==> config.mk <==
export PLATFORM = sky130hd
export DESIGN_NAME = gdc_control
export DESIGN_NICKNAME = d
export VERILOG_FILES = /design/src/hdl/gdc_pkg.sv /design/src/hdl/gdc_control.sv /design/src/hdl/gdc_input_filter.sv
export SDC_FILE = /design/constraint.sdc
export NUM_CORES = 1
export LEC_CHECK = 0
export ABC_AREA = 1
export BUFFER_PORTS_ARGS = -buffer_cell sky130_fd_sc_hd__buf_4
export CAP_MARGIN = 15
export CORE_ASPECT_RATIO = 1.1
export CORE_UTILIZATION = 59
export CTS_CLUSTER_SIZE = 30
export DETAILED_ROUTE_END_ITERATION = 10
export PLACE_DENSITY = 0.8
export SLEW_MARGIN = 20
export SYNTH_ARGS = -nofsm -noshare
export SYNTH_HDL_FRONTEND = slang
export SYNTH_SLANG_ARGS = --single-unit
==> constraint.sdc <==
create_clock -name clock -period 3.3 [get_ports clock]
set_input_delay 0.165 -clock clock [delete_from_list [all_inputs] [get_ports clock]]
set_output_delay 0.165 -clock clock [all_outputs]
set_load 0.01 [all_outputs]
==> src/hdl/gdc_pkg.sv <==
// Package of constants for the gauge discrete control block.
// Contract
// Filament and sensor stay on while the sensor input is held grounded.
// Releasing the sensor input ground switches the filament off.
// A brief ground on the degas input starts a degas cycle.
// Degas runs for the set 2 to 10 minutes, even after release.
// Degas restarts only after release and a fresh ground; holding never retriggers.
// Grounded emission input selects 4 mA; open selects 100 uA.
// Degas status output is on exactly while degas is active.
// Filament status output is on exactly while the filament is on.
// Pins, serial commands and panel buttons all request filament, emission, degas.
// Inputs are synchronised and glitch filtered; degas starts on filtered grounding.
// After power up the filament is off and the sensor inactive.
package gdc_pkg;

   // ************************************************************
   // Timing.
   // ************************************************************
   localparam int unsigned CLK_HZ = 20_000_000;
   localparam int unsigned TICK_S = 1;
   localparam int unsigned SECOND_CYCLES = CLK_HZ * TICK_S;
   localparam int unsigned FILTER_US = 100;
   localparam int unsigned FILTER_CYCLES = CLK_HZ / 1_000_000 * FILTER_US;
   localparam logic [9:0] SECONDS_PER_MINUTE = 10'h03C;

   // ************************************************************
   // Register offsets (byte addresses).
   // ************************************************************
   localparam logic [7:0] OFS_CONTROL = 8'h00;
   localparam logic [7:0] OFS_STATUS = 8'h04;
   localparam logic [7:0] OFS_IRQ_STATUS = 8'h08;
   localparam logic [7:0] OFS_IRQ_ENABLE = 8'h0C;
   localparam logic [7:0] OFS_IRQ_CLEAR = 8'h10;

   // ************************************************************
   // Field positions and reset values.
   // ************************************************************
   localparam int unsigned CTRL_FIL_BIT = 0;
   localparam int unsigned CTRL_EMI_BIT = 1;
   localparam int unsigned CTRL_DSTART_BIT = 2;
   localparam int unsigned CTRL_DSTOP_BIT = 3;
   localparam int unsigned CTRL_MIN_LSB = 8;
   localparam int unsigned STAT_FIL_BIT = 0;
   localparam int unsigned STAT_DEG_BIT = 1;
   localparam int unsigned STAT_EMI_BIT = 2;
   localparam int unsigned STAT_PIN_LSB = 4;
   localparam int unsigned STAT_LEFT_LSB = 16;
   localparam int unsigned IRQ_FIL_BIT = 0;
   localparam int unsigned IRQ_DSTART_BIT = 1;
   localparam int unsigned IRQ_DDONE_BIT = 2;
   localparam logic [3:0] DEGAS_MIN_LO = 4'h2;
   localparam logic [3:0] DEGAS_MIN_HI = 4'hA;
   localparam logic [3:0] DEGAS_MIN_RST = 4'h2;
   localparam logic [2:0] IRQ_ENABLE_RST = 3'h0;
   localparam logic [1:0] RESP_OKAY = 2'h0;
   localparam logic [1:0] RESP_SLVERR = 2'h2;

   // Input index of each discrete source.
   localparam int unsigned IN_SENSOR = 0;
   localparam int unsigned IN_DEGAS = 1;
   localparam int unsigned IN_EMISSION = 2;
   localparam int unsigned IN_BTN_FIL = 3;
   localparam int unsigned IN_BTN_EMI = 4;
   localparam int unsigned IN_BTN_DEG = 5;
   localparam int unsigned IN_COUNT = 6;

endpackage : gdc_pkg

==> src/hdl/gdc_control.sv <==
// Gauge discrete control: contact inputs, degas timer, status outputs, AXI4-Lite registers.
`timescale 1ns/100ps
module gdc_control #(
   parameter int unsigned SECOND_CYCLES = gdc_pkg::SECOND_CYCLES
) (
   input wire logic clock,
   input wire logic rst_n,
   input wire logic sensorOnPin_n,
   input wire logic degasPin_n,
   input wire logic emissionPin_n,
   input wire logic panelFilamentBtn_n,
   input wire logic panelEmissionBtn_n,
   input wire logic panelDegasBtn_n,
   input wire logic awvalid,
   output logic awready,
   input wire logic [7:0] awaddr,
   input wire logic [2:0] awprot,
   input wire logic wvalid,
   output logic wready,
   input wire logic [31:0] wdata,
   input wire logic [3:0] wstrb,
   output logic bvalid,
   input wire logic bready,
   output logic [1:0] bresp,
   input wire logic arvalid,
   output logic arready,
   input wire logic [7:0] araddr,
   input wire logic [2:0] arprot,
   output logic rvalid,
   input wire logic rready,
   output logic [31:0] rdata,
   output logic [1:0] rresp,
   output logic filamentOn,
   output logic emission4mA,
   output logic degasOn,
   output logic degasStatusOc,
   output logic filamentStatusOc,
   output logic irq
);

   typedef struct packed {
      logic awHave;
      logic [7:0] awAddr;
      logic wHave;
      logic [31:0] wData;
      logic [3:0] wStrb;
      logic awready;
      logic wready;
      logic bvalid;
      logic [1:0] bresp;
      logic arready;
      logic rvalid;
      logic [31:0] rdata;
      logic [1:0] rresp;
      logic swFil;
      logic swEmi;
      logic [3:0] degasMin;
      logic panelFil;
      logic panelEmi;
      logic filament;
      logic emission;
      logic degas;
      logic [31:0] tick;
      logic [9:0] secLeft;
      logic [2:0] irqStatus;
      logic [2:0] irqEnable;
      logic irq;
   } gdc_state_t;

   gdc_state_t s;
   gdc_state_t next_s;
   logic [gdc_pkg::IN_COUNT-1:0] pins_n;
   logic [gdc_pkg::IN_COUNT-1:0] gnd;
   logic [gdc_pkg::IN_COUNT-1:0] gndEdge;
   logic [gdc_pkg::IN_COUNT-1:0] relEdge;

   // ************************************************************
   // Input conditioning.
   // ************************************************************
   // Every contact, pin or panel button, goes through the same filter.
   assign pins_n = {panelDegasBtn_n, panelEmissionBtn_n, panelFilamentBtn_n,
                    emissionPin_n, degasPin_n, sensorOnPin_n};

   for (genvar i = 0; i < gdc_pkg::IN_COUNT; i++) begin : g_in
      gdc_input_filter u_filter (
         .clock(clock),
         .rst_n(rst_n),
         .pin_n(pins_n[i]),
         .grounded(gnd[i]),
         .groundEdge(gndEdge[i]),
         .releaseEdge(relEdge[i])
      );
   end

   // Read data for a register offset; unmapped offsets read zero.
   function automatic logic [31:0] read_word(input gdc_state_t st, input logic [7:0] a,
                                             input logic [5:0] g);
      logic [31:0] d;
      d = 32'h0000_0000;
      case (a)
         gdc_pkg::OFS_CONTROL: begin
            d[gdc_pkg::CTRL_FIL_BIT] = st.swFil;
            d[gdc_pkg::CTRL_EMI_BIT] = st.swEmi;
            d[gdc_pkg::CTRL_MIN_LSB +: 4] = st.degasMin;
         end
         gdc_pkg::OFS_STATUS: begin
            d[gdc_pkg::STAT_FIL_BIT] = st.filament;
            d[gdc_pkg::STAT_DEG_BIT] = st.degas;
            d[gdc_pkg::STAT_EMI_BIT] = st.emission;
            d[gdc_pkg::STAT_PIN_LSB +: 6] = g;
            d[gdc_pkg::STAT_LEFT_LSB +: 10] = st.secLeft;
         end
         gdc_pkg::OFS_IRQ_STATUS: d[2:0] = st.irqStatus;
         gdc_pkg::OFS_IRQ_ENABLE: d[2:0] = st.irqEnable;
         default: d = 32'h0000_0000;
      endcase
      return d;
   endfunction : read_word

   // True for offsets that answer OKAY on a read.
   function automatic logic read_mapped(input logic [7:0] a);
      return a == gdc_pkg::OFS_CONTROL || a == gdc_pkg::OFS_STATUS ||
             a == gdc_pkg::OFS_IRQ_STATUS || a == gdc_pkg::OFS_IRQ_ENABLE;
   endfunction : read_mapped

   // ************************************************************
   // Next state.
   // ************************************************************
   always_comb begin
      logic doWrite;
      logic swStart;
      logic swStop;
      logic [3:0] minutes;
      logic [2:0] irqClear;
      logic [2:0] events;
      logic startDegas;
      logic filBefore;
      next_s = s;
      doWrite = 1'b0;
      swStart = 1'b0;
      swStop = 1'b0;
      minutes = s.degasMin;
      irqClear = 3'h0;
      events = 3'h0;
      startDegas = 1'b0;
      filBefore = s.filament;

      // Address and data are caught independently, in either order.
      if (awvalid && s.awready) begin
         next_s.awHave = 1'b1;
         next_s.awAddr = {awaddr[7:2], 2'h0};
      end
      if (wvalid && s.wready) begin
         next_s.wHave = 1'b1;
         next_s.wData = wdata;
         next_s.wStrb = wstrb;
      end
      if (s.bvalid && bready) begin
         next_s.bvalid = 1'b0;
      end

      // A write completes once both halves are held and the last response is gone.
      if (s.awHave && s.wHave && !s.bvalid) begin
         doWrite = 1'b1;
         next_s.awHave = 1'b0;
         next_s.wHave = 1'b0;
         next_s.bvalid = 1'b1;
         next_s.bresp = gdc_pkg::RESP_OKAY;
         case (s.awAddr)
            gdc_pkg::OFS_CONTROL: begin
               if (s.wStrb[0]) begin
                  next_s.swFil = s.wData[gdc_pkg::CTRL_FIL_BIT];
                  next_s.swEmi = s.wData[gdc_pkg::CTRL_EMI_BIT];
                  swStart = s.wData[gdc_pkg::CTRL_DSTART_BIT];
                  swStop = s.wData[gdc_pkg::CTRL_DSTOP_BIT];
               end
               if (s.wStrb[1]) begin
                  minutes = s.wData[gdc_pkg::CTRL_MIN_LSB +: 4];
                  // Out-of-range settings are clamped so a cycle is never shorter or longer.
                  if (minutes < gdc_pkg::DEGAS_MIN_LO) begin
                     minutes = gdc_pkg::DEGAS_MIN_LO;
                  end else if (minutes > gdc_pkg::DEGAS_MIN_HI) begin
                     minutes = gdc_pkg::DEGAS_MIN_HI;
                  end
                  next_s.degasMin = minutes;
               end
            end
            gdc_pkg::OFS_IRQ_ENABLE: begin
               if (s.wStrb[0]) begin
                  next_s.irqEnable = s.wData[2:0];
               end
            end
            gdc_pkg::OFS_IRQ_CLEAR: begin
               if (s.wStrb[0]) begin
                  irqClear = s.wData[2:0];
               end
            end
            gdc_pkg::OFS_STATUS, gdc_pkg::OFS_IRQ_STATUS: begin
               next_s.bresp = gdc_pkg::RESP_OKAY;
            end
            default: begin
               next_s.bresp = gdc_pkg::RESP_SLVERR;
            end
         endcase
      end
      next_s.awready = ~next_s.awHave;
      next_s.wready = ~next_s.wHave;

      // Read channel: one read in flight, answered the cycle after the address is taken.
      if (s.rvalid && rready) begin
         next_s.rvalid = 1'b0;
      end
      if (arvalid && s.arready) begin
         next_s.rvalid = 1'b1;
         next_s.rdata = read_word(s, {araddr[7:2], 2'h0}, gnd);
         next_s.rresp = read_mapped({araddr[7:2], 2'h0}) ? gdc_pkg::RESP_OKAY
                                                          : gdc_pkg::RESP_SLVERR;
      end
      next_s.arready = ~next_s.rvalid;

      // The filament and emission panel buttons toggle their own requests on each filtered press.
      if (gndEdge[gdc_pkg::IN_BTN_FIL]) begin
         next_s.panelFil = ~s.panelFil;
      end
      if (gndEdge[gdc_pkg::IN_BTN_EMI]) begin
         next_s.panelEmi = ~s.panelEmi;
      end

      // Releasing the sensor contact drops every filament request, so it always switches off.
      if (relEdge[gdc_pkg::IN_SENSOR]) begin
         next_s.swFil = 1'b0;
         next_s.panelFil = 1'b0;
      end
      next_s.filament = gnd[gdc_pkg::IN_SENSOR] | next_s.swFil | next_s.panelFil;
      next_s.emission = gnd[gdc_pkg::IN_EMISSION] | next_s.swEmi | next_s.panelEmi;

      // Only a filtered grounding edge or the software start bit starts degas; a held contact gives no new edge.
      startDegas = gndEdge[gdc_pkg::IN_DEGAS] | gndEdge[gdc_pkg::IN_BTN_DEG] | swStart;
      if (swStop && s.degas) begin
         next_s.degas = 1'b0;
         next_s.secLeft = 10'h000;
         next_s.tick = 32'h0000_0000;
         events[gdc_pkg::IRQ_DDONE_BIT] = 1'b1;
      end else if (!s.degas && startDegas) begin
         next_s.degas = 1'b1;
         next_s.tick = 32'h0000_0000;
         next_s.secLeft = 10'({6'h00, s.degasMin} * gdc_pkg::SECONDS_PER_MINUTE);
         events[gdc_pkg::IRQ_DSTART_BIT] = 1'b1;
      end else if (s.degas) begin
         // The timer ignores the degas contact, so the cycle finishes after release.
         if (s.tick == 32'(SECOND_CYCLES - 1)) begin
            next_s.tick = 32'h0000_0000;
            next_s.secLeft = s.secLeft - 10'h001;
            if (s.secLeft == 10'h001) begin
               next_s.degas = 1'b0;
               events[gdc_pkg::IRQ_DDONE_BIT] = 1'b1;
            end
         end else begin
            next_s.tick = s.tick + 32'h0000_0001;
         end
      end
      events[gdc_pkg::IRQ_FIL_BIT] = next_s.filament ^ filBefore;

      // A new event outranks a clear arriving in the same cycle.
      next_s.irqStatus = (s.irqStatus & ~irqClear) | events;
      next_s.irq = |(next_s.irqStatus & next_s.irqEnable);
      if (doWrite) begin
         next_s.bvalid = 1'b1;
      end
   end

   // ************************************************************
   // State register.
   // ************************************************************
   // Power-up leaves filament, sensor and degas off until something asks for them.
   always_ff @(posedge clock or negedge rst_n) begin
      if (!rst_n) begin
         s <= '0;
         s.awready <= 1'b1;
         s.wready <= 1'b1;
         s.arready <= 1'b1;
         s.degasMin <= gdc_pkg::DEGAS_MIN_RST;
         s.irqEnable <= gdc_pkg::IRQ_ENABLE_RST;
      end else begin
         s <= next_s;
      end
   end

   // ************************************************************
   // Outputs, each straight from the state register.
   // ************************************************************
   assign awready = s.awready;
   assign wready = s.wready;
   assign bvalid = s.bvalid;
   assign bresp = s.bresp;
   assign arready = s.arready;
   assign rvalid = s.rvalid;
   assign rdata = s.rdata;
   assign rresp = s.rresp;
   assign filamentOn = s.filament;
   assign emission4mA = s.emission;
   assign degasOn = s.degas;
   assign degasStatusOc = s.degas;
   assign filamentStatusOc = s.filament;
   assign irq = s.irq;

endmodule : gdc_control

==> src/hdl/gdc_input_filter.sv <==
// Synchroniser and glitch filter for one ground-active contact input.
`timescale 1ns/100ps
module gdc_input_filter (
   input wire logic clock,
   input wire logic rst_n,
   input wire logic pin_n,
   output logic grounded,
   output logic groundEdge,
   output logic releaseEdge
);

   typedef struct packed {
      logic [2:0] sync;
      logic [11:0] count;
      logic level;
      logic fall;
      logic rise;
   } gdc_filt_t;

   gdc_filt_t s;
   gdc_filt_t next_s;

   // ************************************************************
   // Filter logic.
   // ************************************************************
   // A change is seen only when the second and third stages agree, and it must then hold
   // for the whole filter time; a contact bounce restarts the wait.
   always_comb begin
      next_s = s;
      next_s.sync = {s.sync[1:0], pin_n};
      next_s.fall = 1'b0;
      next_s.rise = 1'b0;
      if (s.sync[2] == s.sync[1] && s.sync[2] != s.level) begin
         if (s.count == 12'(gdc_pkg::FILTER_CYCLES - 1)) begin
            next_s.level = s.sync[2];
            next_s.count = 12'h000;
            next_s.fall = ~s.sync[2];
            next_s.rise = s.sync[2];
         end else begin
            next_s.count = s.count + 12'h001;
         end
      end else begin
         next_s.count = 12'h000;
      end
   end

   // Open contacts read high, so the filter starts in the released state.
   always_ff @(posedge clock or negedge rst_n) begin
      if (!rst_n) begin
         s <= '{sync: 3'h7, count: 12'h000, level: 1'b1, fall: 1'b0, rise: 1'b0};
      end else begin
         s <= next_s;
      end
   end

   assign grounded = ~s.level;
   assign groundEdge = s.fall;
   assign releaseEdge = s.rise;

endmodule : gdc_input_filter

==> results.ini, run 1 <==
[synthesis]
synth.avg_cell_area_sq_um = 8.17
synth_area_leaders = dfrtp_1 42%, nand2_1 10%, dfstp_2 6.9%, nor2_1 6.1%, inv_1 5.7%
synth_top_area_share = 0.423
synth_area_sq_um = 10600
async_flop_share = 1.00
ys_types = 45
yosysSeqAreaShare = 0.492
synth.most_common_cell = nand2_1
synth_warnings = 0
synth_cells = 1296
ys.flop_type = dfrtp_1
synth_common_cells = 290 x nand2_1, 179 x dfrtp_1, 173 x nor2_1
yosysTopAreaCell = dfrtp_1
ys_seq_elements = 207
synth_edf_count = 0

[global_route]
grt-ovfl-total = 0
grt_pass1_vias = 8684
grt_usage = 0.270
grt_start_max_net_pins = 82
grt_pass1_wl_um = 39900
antenna_found_initial = 0

[critical_path]
critPathSlowestCell = dfstp_2
cp_top_family = adder cells
cp-start-kind = flip-flop
crit_top_cell = nand2_1
cp_max_fo = 4
cp_num_buf_inv = 3
arrival_ns = 3.32
slowest_delay_ns = 0.58
path_class = reg -> reg
cp.required_ns = 3.73
r2r_slack_ns = 0.40
crit_path_end_kind = flip-flop
crit_chain = inv_1 > fa_1 > inv_1 > ha_1 > ha_1 > nand2_1 > inv_1 > o21ai_0 > nand3_1 > nand2_1 > nand2_1 > nand2_1 > nand3_1 > o21ai_2

[power]
vdd_ir_drop_max_mv = 0.399
power_density_nw_per_um2 = 590
power.total_mw = 7.17
p_leak_nw = 5.73

[placement]
portBuffers = 68
dp_slack_ns = 0.505
hpwl_um = 16500
gp_congestion = 0.898
dp.cells = 1568

[die]
core.rowCount = 51
die_w_um = 130
initial_core_util = 0.601
io_pins = 118
die_h_um = 143
dieArea_sq_um = 18500
fp.coreArea_sq_um = 17600

[clocking]
cts_buffers = 23
path_clk_slew_ns = 0.06
cts_buffer_depth = 3
insertion_delay_ns = 0.51
post_cts_buffers = 0
cts_tree = done
clkSinkCount = 207
cts_max_level = 1
cts_root_buffer = clkbuf_16

[sta]
fmax_mhz = 345
slew_violations = 0
final.setup.tns_ns = 0
setup_ws_ns = 0.403
setup_violations = 0
post-route-period-util = 0.878
period_needed_ns = 2.90
rsz0062_at_grt = false
hold_viol_final = 0
fin_skew_ns = 0.0143
slew_headroom = 0.558
tightestPinTransition_ns = 0.663

[drt]
drtIter0Drc = 648
drc = 0
drt-total-wl_um = 23800
vias_per_cell = 5.39
via_count = 8810
dr.pass1.iters = 5
wl_per_cell_um = 14.6
antenna_left = 0

[layout]
stdcell_count = 1634
area_growth_pct = 14.7
multi_input_area_sq_um = 4440
drive_gt1_frac = 0.115
fillers = 1389
layout.nets = 1476
n_antenna_cell = 0
ff_latch_area_sq_um = 5220

[status]
status = finished clean

[job]
drv_cap = 0

[worst_hold_path]
hold_path_class = in -> reg

==> power breakdown <==
part | internal (mW) | leakage, nW | total [mW] | switching (mW)
registers | 2.83 | 2.72 | 3.06 | 0.230
clock network | 1.52 | 0.367 | 2.52 | 1.01
logic | 0.552 | 2.65 | 1.58 | 1.03
==> sequential cells by signal, indices dropped and copies added, names as in the netlist, 4 cells and up <==
signal / count
g_in.u_filter.groundEdge: 4
rdata: 21
g_in.u_filter.next_s: 12
s: 74
g_in.u_filter.s: 84
==> cell families after synthesis <==
kind of cell,Yosys count,share of synthesized area
adder cells (fa/ha/maj),25,0.0331
flip-flops,207,0.492
AO/OA/AOI/OAI,146,0.0780
XOR/XNOR,31,0.0256
other,1,0.000354
AND/OR/NAND/NOR,669,0.277
buffers and inverters,217,0.0932
==> per-layer routing <==
metal / global-route usage / up-vias / part of all wire
met5: 0 / - / 0
met4: 0.102 / 0 / 0.033
met3: 0.0372 / 63 / 0.041
met2: 0.486 / 204 / 0.51
met1: 0.327 / 4240 / 0.41
li1: - / 4303 / -
==> timing repair <==
item                                    in CTS  in global routing
hold endpoints to repair                    89                  0
gates resized for setup                      0                  0
hold buffers                                25                  0
endpoints found under the setup margin       0                  0
==> final timing paths <==
kind	from	to	depth (start not counted)
worst max-delay path	s[55]	s[16]	14
worst min-delay path	awvalid	s[143]	4
worst max register to register	s[55]	s[16]	14
worst min register to register	g_in[2].u_filter.next_s[16]	g_in[2].u_filter.next_s[17]	0
max in group asynchronous	rst_n	g_in[3].u_filter.s[2]	3
min in group asynchronous	rst_n	s[43]	2
==> worst register-to-register path, delay by kind of cell (launching register included) <==
| family | cells | cell delay [ns] |
|---|---|---|
| AND/OR/NAND/NOR | 6 | 0.47 |
| buffers and inverters | 3 | 0.20 |
| flip-flops | 1 | 0.58 |
| AO/OA/AOI/OAI | 2 | 0.35 |
| adder cells (fa/ha/maj) | 3 | 1.21 |
==> through the flow <==
stage               utilization  cell area, sq um  hold slack (ns)
floorplan                     -             10600           -0.131
global placement          0.633             11100            0.238
detailed placement        0.633             11100            0.240
CTS                       0.690             12100           0.0331
global route              0.690             12100           0.0908
finish                    0.690             12100           0.0578
==> cell usage in the layout (no fill, tap or decap), types with 2 or more instances in the layout <==
cell,n
clkbuf_1,6
dfrtp_1,179
o21ai_2,4
o21ai_0,51
o21bai_1,4
o21a_1,3
xor2_1,20
dlygate4sd3_1,25
o22ai_1,7
nand4_1,27
nor2_1,173
inv_1,162
nor4_1,7
clkinv_2,3
nor3b_1,13
nand3b_1,2
o31ai_1,17
nor2_4,3
xnor2_1,11
nor2_2,2
conb_1,13
o21ai_1,4
clkbuf_16,23
nand3_1,79
a21oi_1,51
ha_1,20
a31oi_1,2
buf_4,73
nand2_1,290
nor3_1,51
dfstp_2,28
nand2_2,6
and3_1,10
clkbuf_8,8
fa_1,5
==> cell type report <==
cell class / instances / area share
Clock buffer: 36 / 0.0572
Clock inverter: 5 / 0.00463
Inverter: 164 / 0.0508
Multi-Input combinational cell: 884 / 0.365
Sequential cell: 207 / 0.429
Tap cell: 238 / 0.0245
Timing Repair Buffer: 100 / 0.0685
Power figures use the tool's default switching activity.
==> inputs of run 2 (changes only) <==
Settings changed: REMOVE_ABC_BUFFERS set to 1.
==> run 2 against run 1 <==
  * Register-to-register slack better by 0.14 ns
  * Non-clock buffer count stayed put
  * Power about the same
  * Cell count about the same
  * Combinational power about the same
  * Hold slack better by 0.0025 ns
  * Critical path type unchanged
  * Critical endpoint unchanged
  * Largest cell class unchanged
  * Highest routed layer unchanged
==> results.ini, run 2 (synthesis results as in run 1) <==
[sta]
hold_viol_final = 0
setup_ws_ns = 0.541
post-route-period-util = 0.836
rsz0062_at_grt = false
slew_violations = 0
fin_skew_ns = 0.00903
fmax_mhz = 362
setup_violations = 0
slew_headroom = 0.538
hold_slack_ns = 0.0602
period_needed_ns = 2.76
final.setup.tns_ns = 0
tightestPinTransition_ns = 0.693

[clocking]
insertion_delay_ns = 0.50
cts_buffers = 22
cts_root_buffer = clkbuf_16
cts_max_level = 1
cts_buffer_depth = 3
clkSinkCount = 207
cts_tree = done
path_clk_slew_ns = 0.06
post_cts_resized = 0

[die]
initial_core_util = 0.601
dieArea_sq_um = 18500
io_pins = 118
die_w_um = 130
fp.coreArea_sq_um = 17600
core.rowCount = 51
die_h_um = 143

[global_route]
grt-ovfl-total = 0
antenna_found_initial = 0
grt_pass1_vias = 8390
grt_pass1_wl_um = 38500
grt_usage = 0.260
grt_start_max_net_pins = 86

[critical_path]
cp.required_ns = 3.73
crit_top_cell = nand2_1
crit_path_end_kind = flip-flop
cp_max_fo = 4
cp_num_buf_inv = 3
path_class = reg -> reg
arrival_ns = 3.19
critPathSlowestCell = dfstp_2
cp-start-kind = flip-flop
slowest_delay_ns = 0.58
crit_chain = inv_1 > fa_1 > inv_1 > ha_1 > ha_1 > nand2_1 > inv_1 > o21ai_0 > nand3_1 > nand2_1 > nand2_1 > nand2_1 > nand3_1 > o21ai_2
cp_top_family = adder cells

[layout]
layout.nets = 1475
ff_latch_area_sq_um = 5220
drive_gt1_frac = 0.115
n_antenna_cell = 0
top_register = g_in.u_filter.s
fillers = 1440
area_growth_pct = 14.7
layout.cells.most_common = nand2_1
final_cell_mix = 290 x nand2_1, 179 x dfrtp_1, 173 x nor2_1, 162 x inv_1, 79 x nand3_1
stdcell_count = 1633
largest_reg_flops = 84
utilization = 0.690
multi_input_area_sq_um = 4440
design_area_sq_um = 12100

[placement]
dp.cells = 1568
hpwl_um = 16300
portBuffers = 68
gp_congestion = 0.905
placed_area_sq_um = 11100
dp_slack_ns = 0.560

[drt]
drc = 0
drtIter0Drc = 605
via_count = 8745
antenna_left = 0
dr.pass1.iters = 5
wl_per_cell_um = 14.1
vias_per_cell = 5.36
drt-total-wl_um = 23000

[power]
power.total_mw = 7.16
p_leak_nw = 5.74
vdd_ir_drop_max_mv = 0.405
power_density_nw_per_um2 = 590

[status]
status = finished clean

[worst_hold_path]
hold_path_class = in -> reg

[job]
drv_cap = 0

[run 2: final cells by class]
type                            instances  share of cell area
Clock buffer                           32              0.0543
Clock inverter                          8             0.00762
Inverter                              164              0.0508
Multi-Input combinational cell        884               0.365
Sequential cell                       207               0.429
Tap cell                              238              0.0245
Timing Repair Buffer                  100              0.0685
[run 2: tightest hold or removal path: stages]
cell,delay (ns)
buf_4,0.08
nor2_1,0.06
nand3_1,0.08
o21ai_0,0.08
inv_1,0.06
[run 2: worst paths after layout]
check,from,to,slack (ns),cells after the start
worst max-delay path,s[55],s[16],0.54,14
worst min-delay path,araddr[4],rresp[1],0.06,5
worst max register to register,s[55],s[16],0.54,14
worst min register to register,g_in[3].u_filter.next_s[16],g_in[3].u_filter.next_s[17],0.35,0
max in group asynchronous,rst_n,g_in[4].u_filter.next_s[16],2.13,3
min in group asynchronous,rst_n,s[43],0.27,2
[run 2: report_power, final]
group / switching (mW) / internal, mW / total [mW]
logic: 1.01 / 0.548 / 1.56
clock network: 1.01 / 1.54 / 2.55
registers: 0.223 / 2.83 / 3.05
[run 2: layer usage]
metal	global-route usage	up-vias	part of all wire
met2	0.443	204	0.49
met5	0	-	0
met1	0.348	4189	0.44
met3	0.0316	42	0.042
met4	0.0747	0	0.022
li1	-	4310	-
[run 2: timing repair]
item	4_1_cts	5_1_grt
buffers inserted	0	0
hold buffers	25	0
hold endpoints to repair	100	0
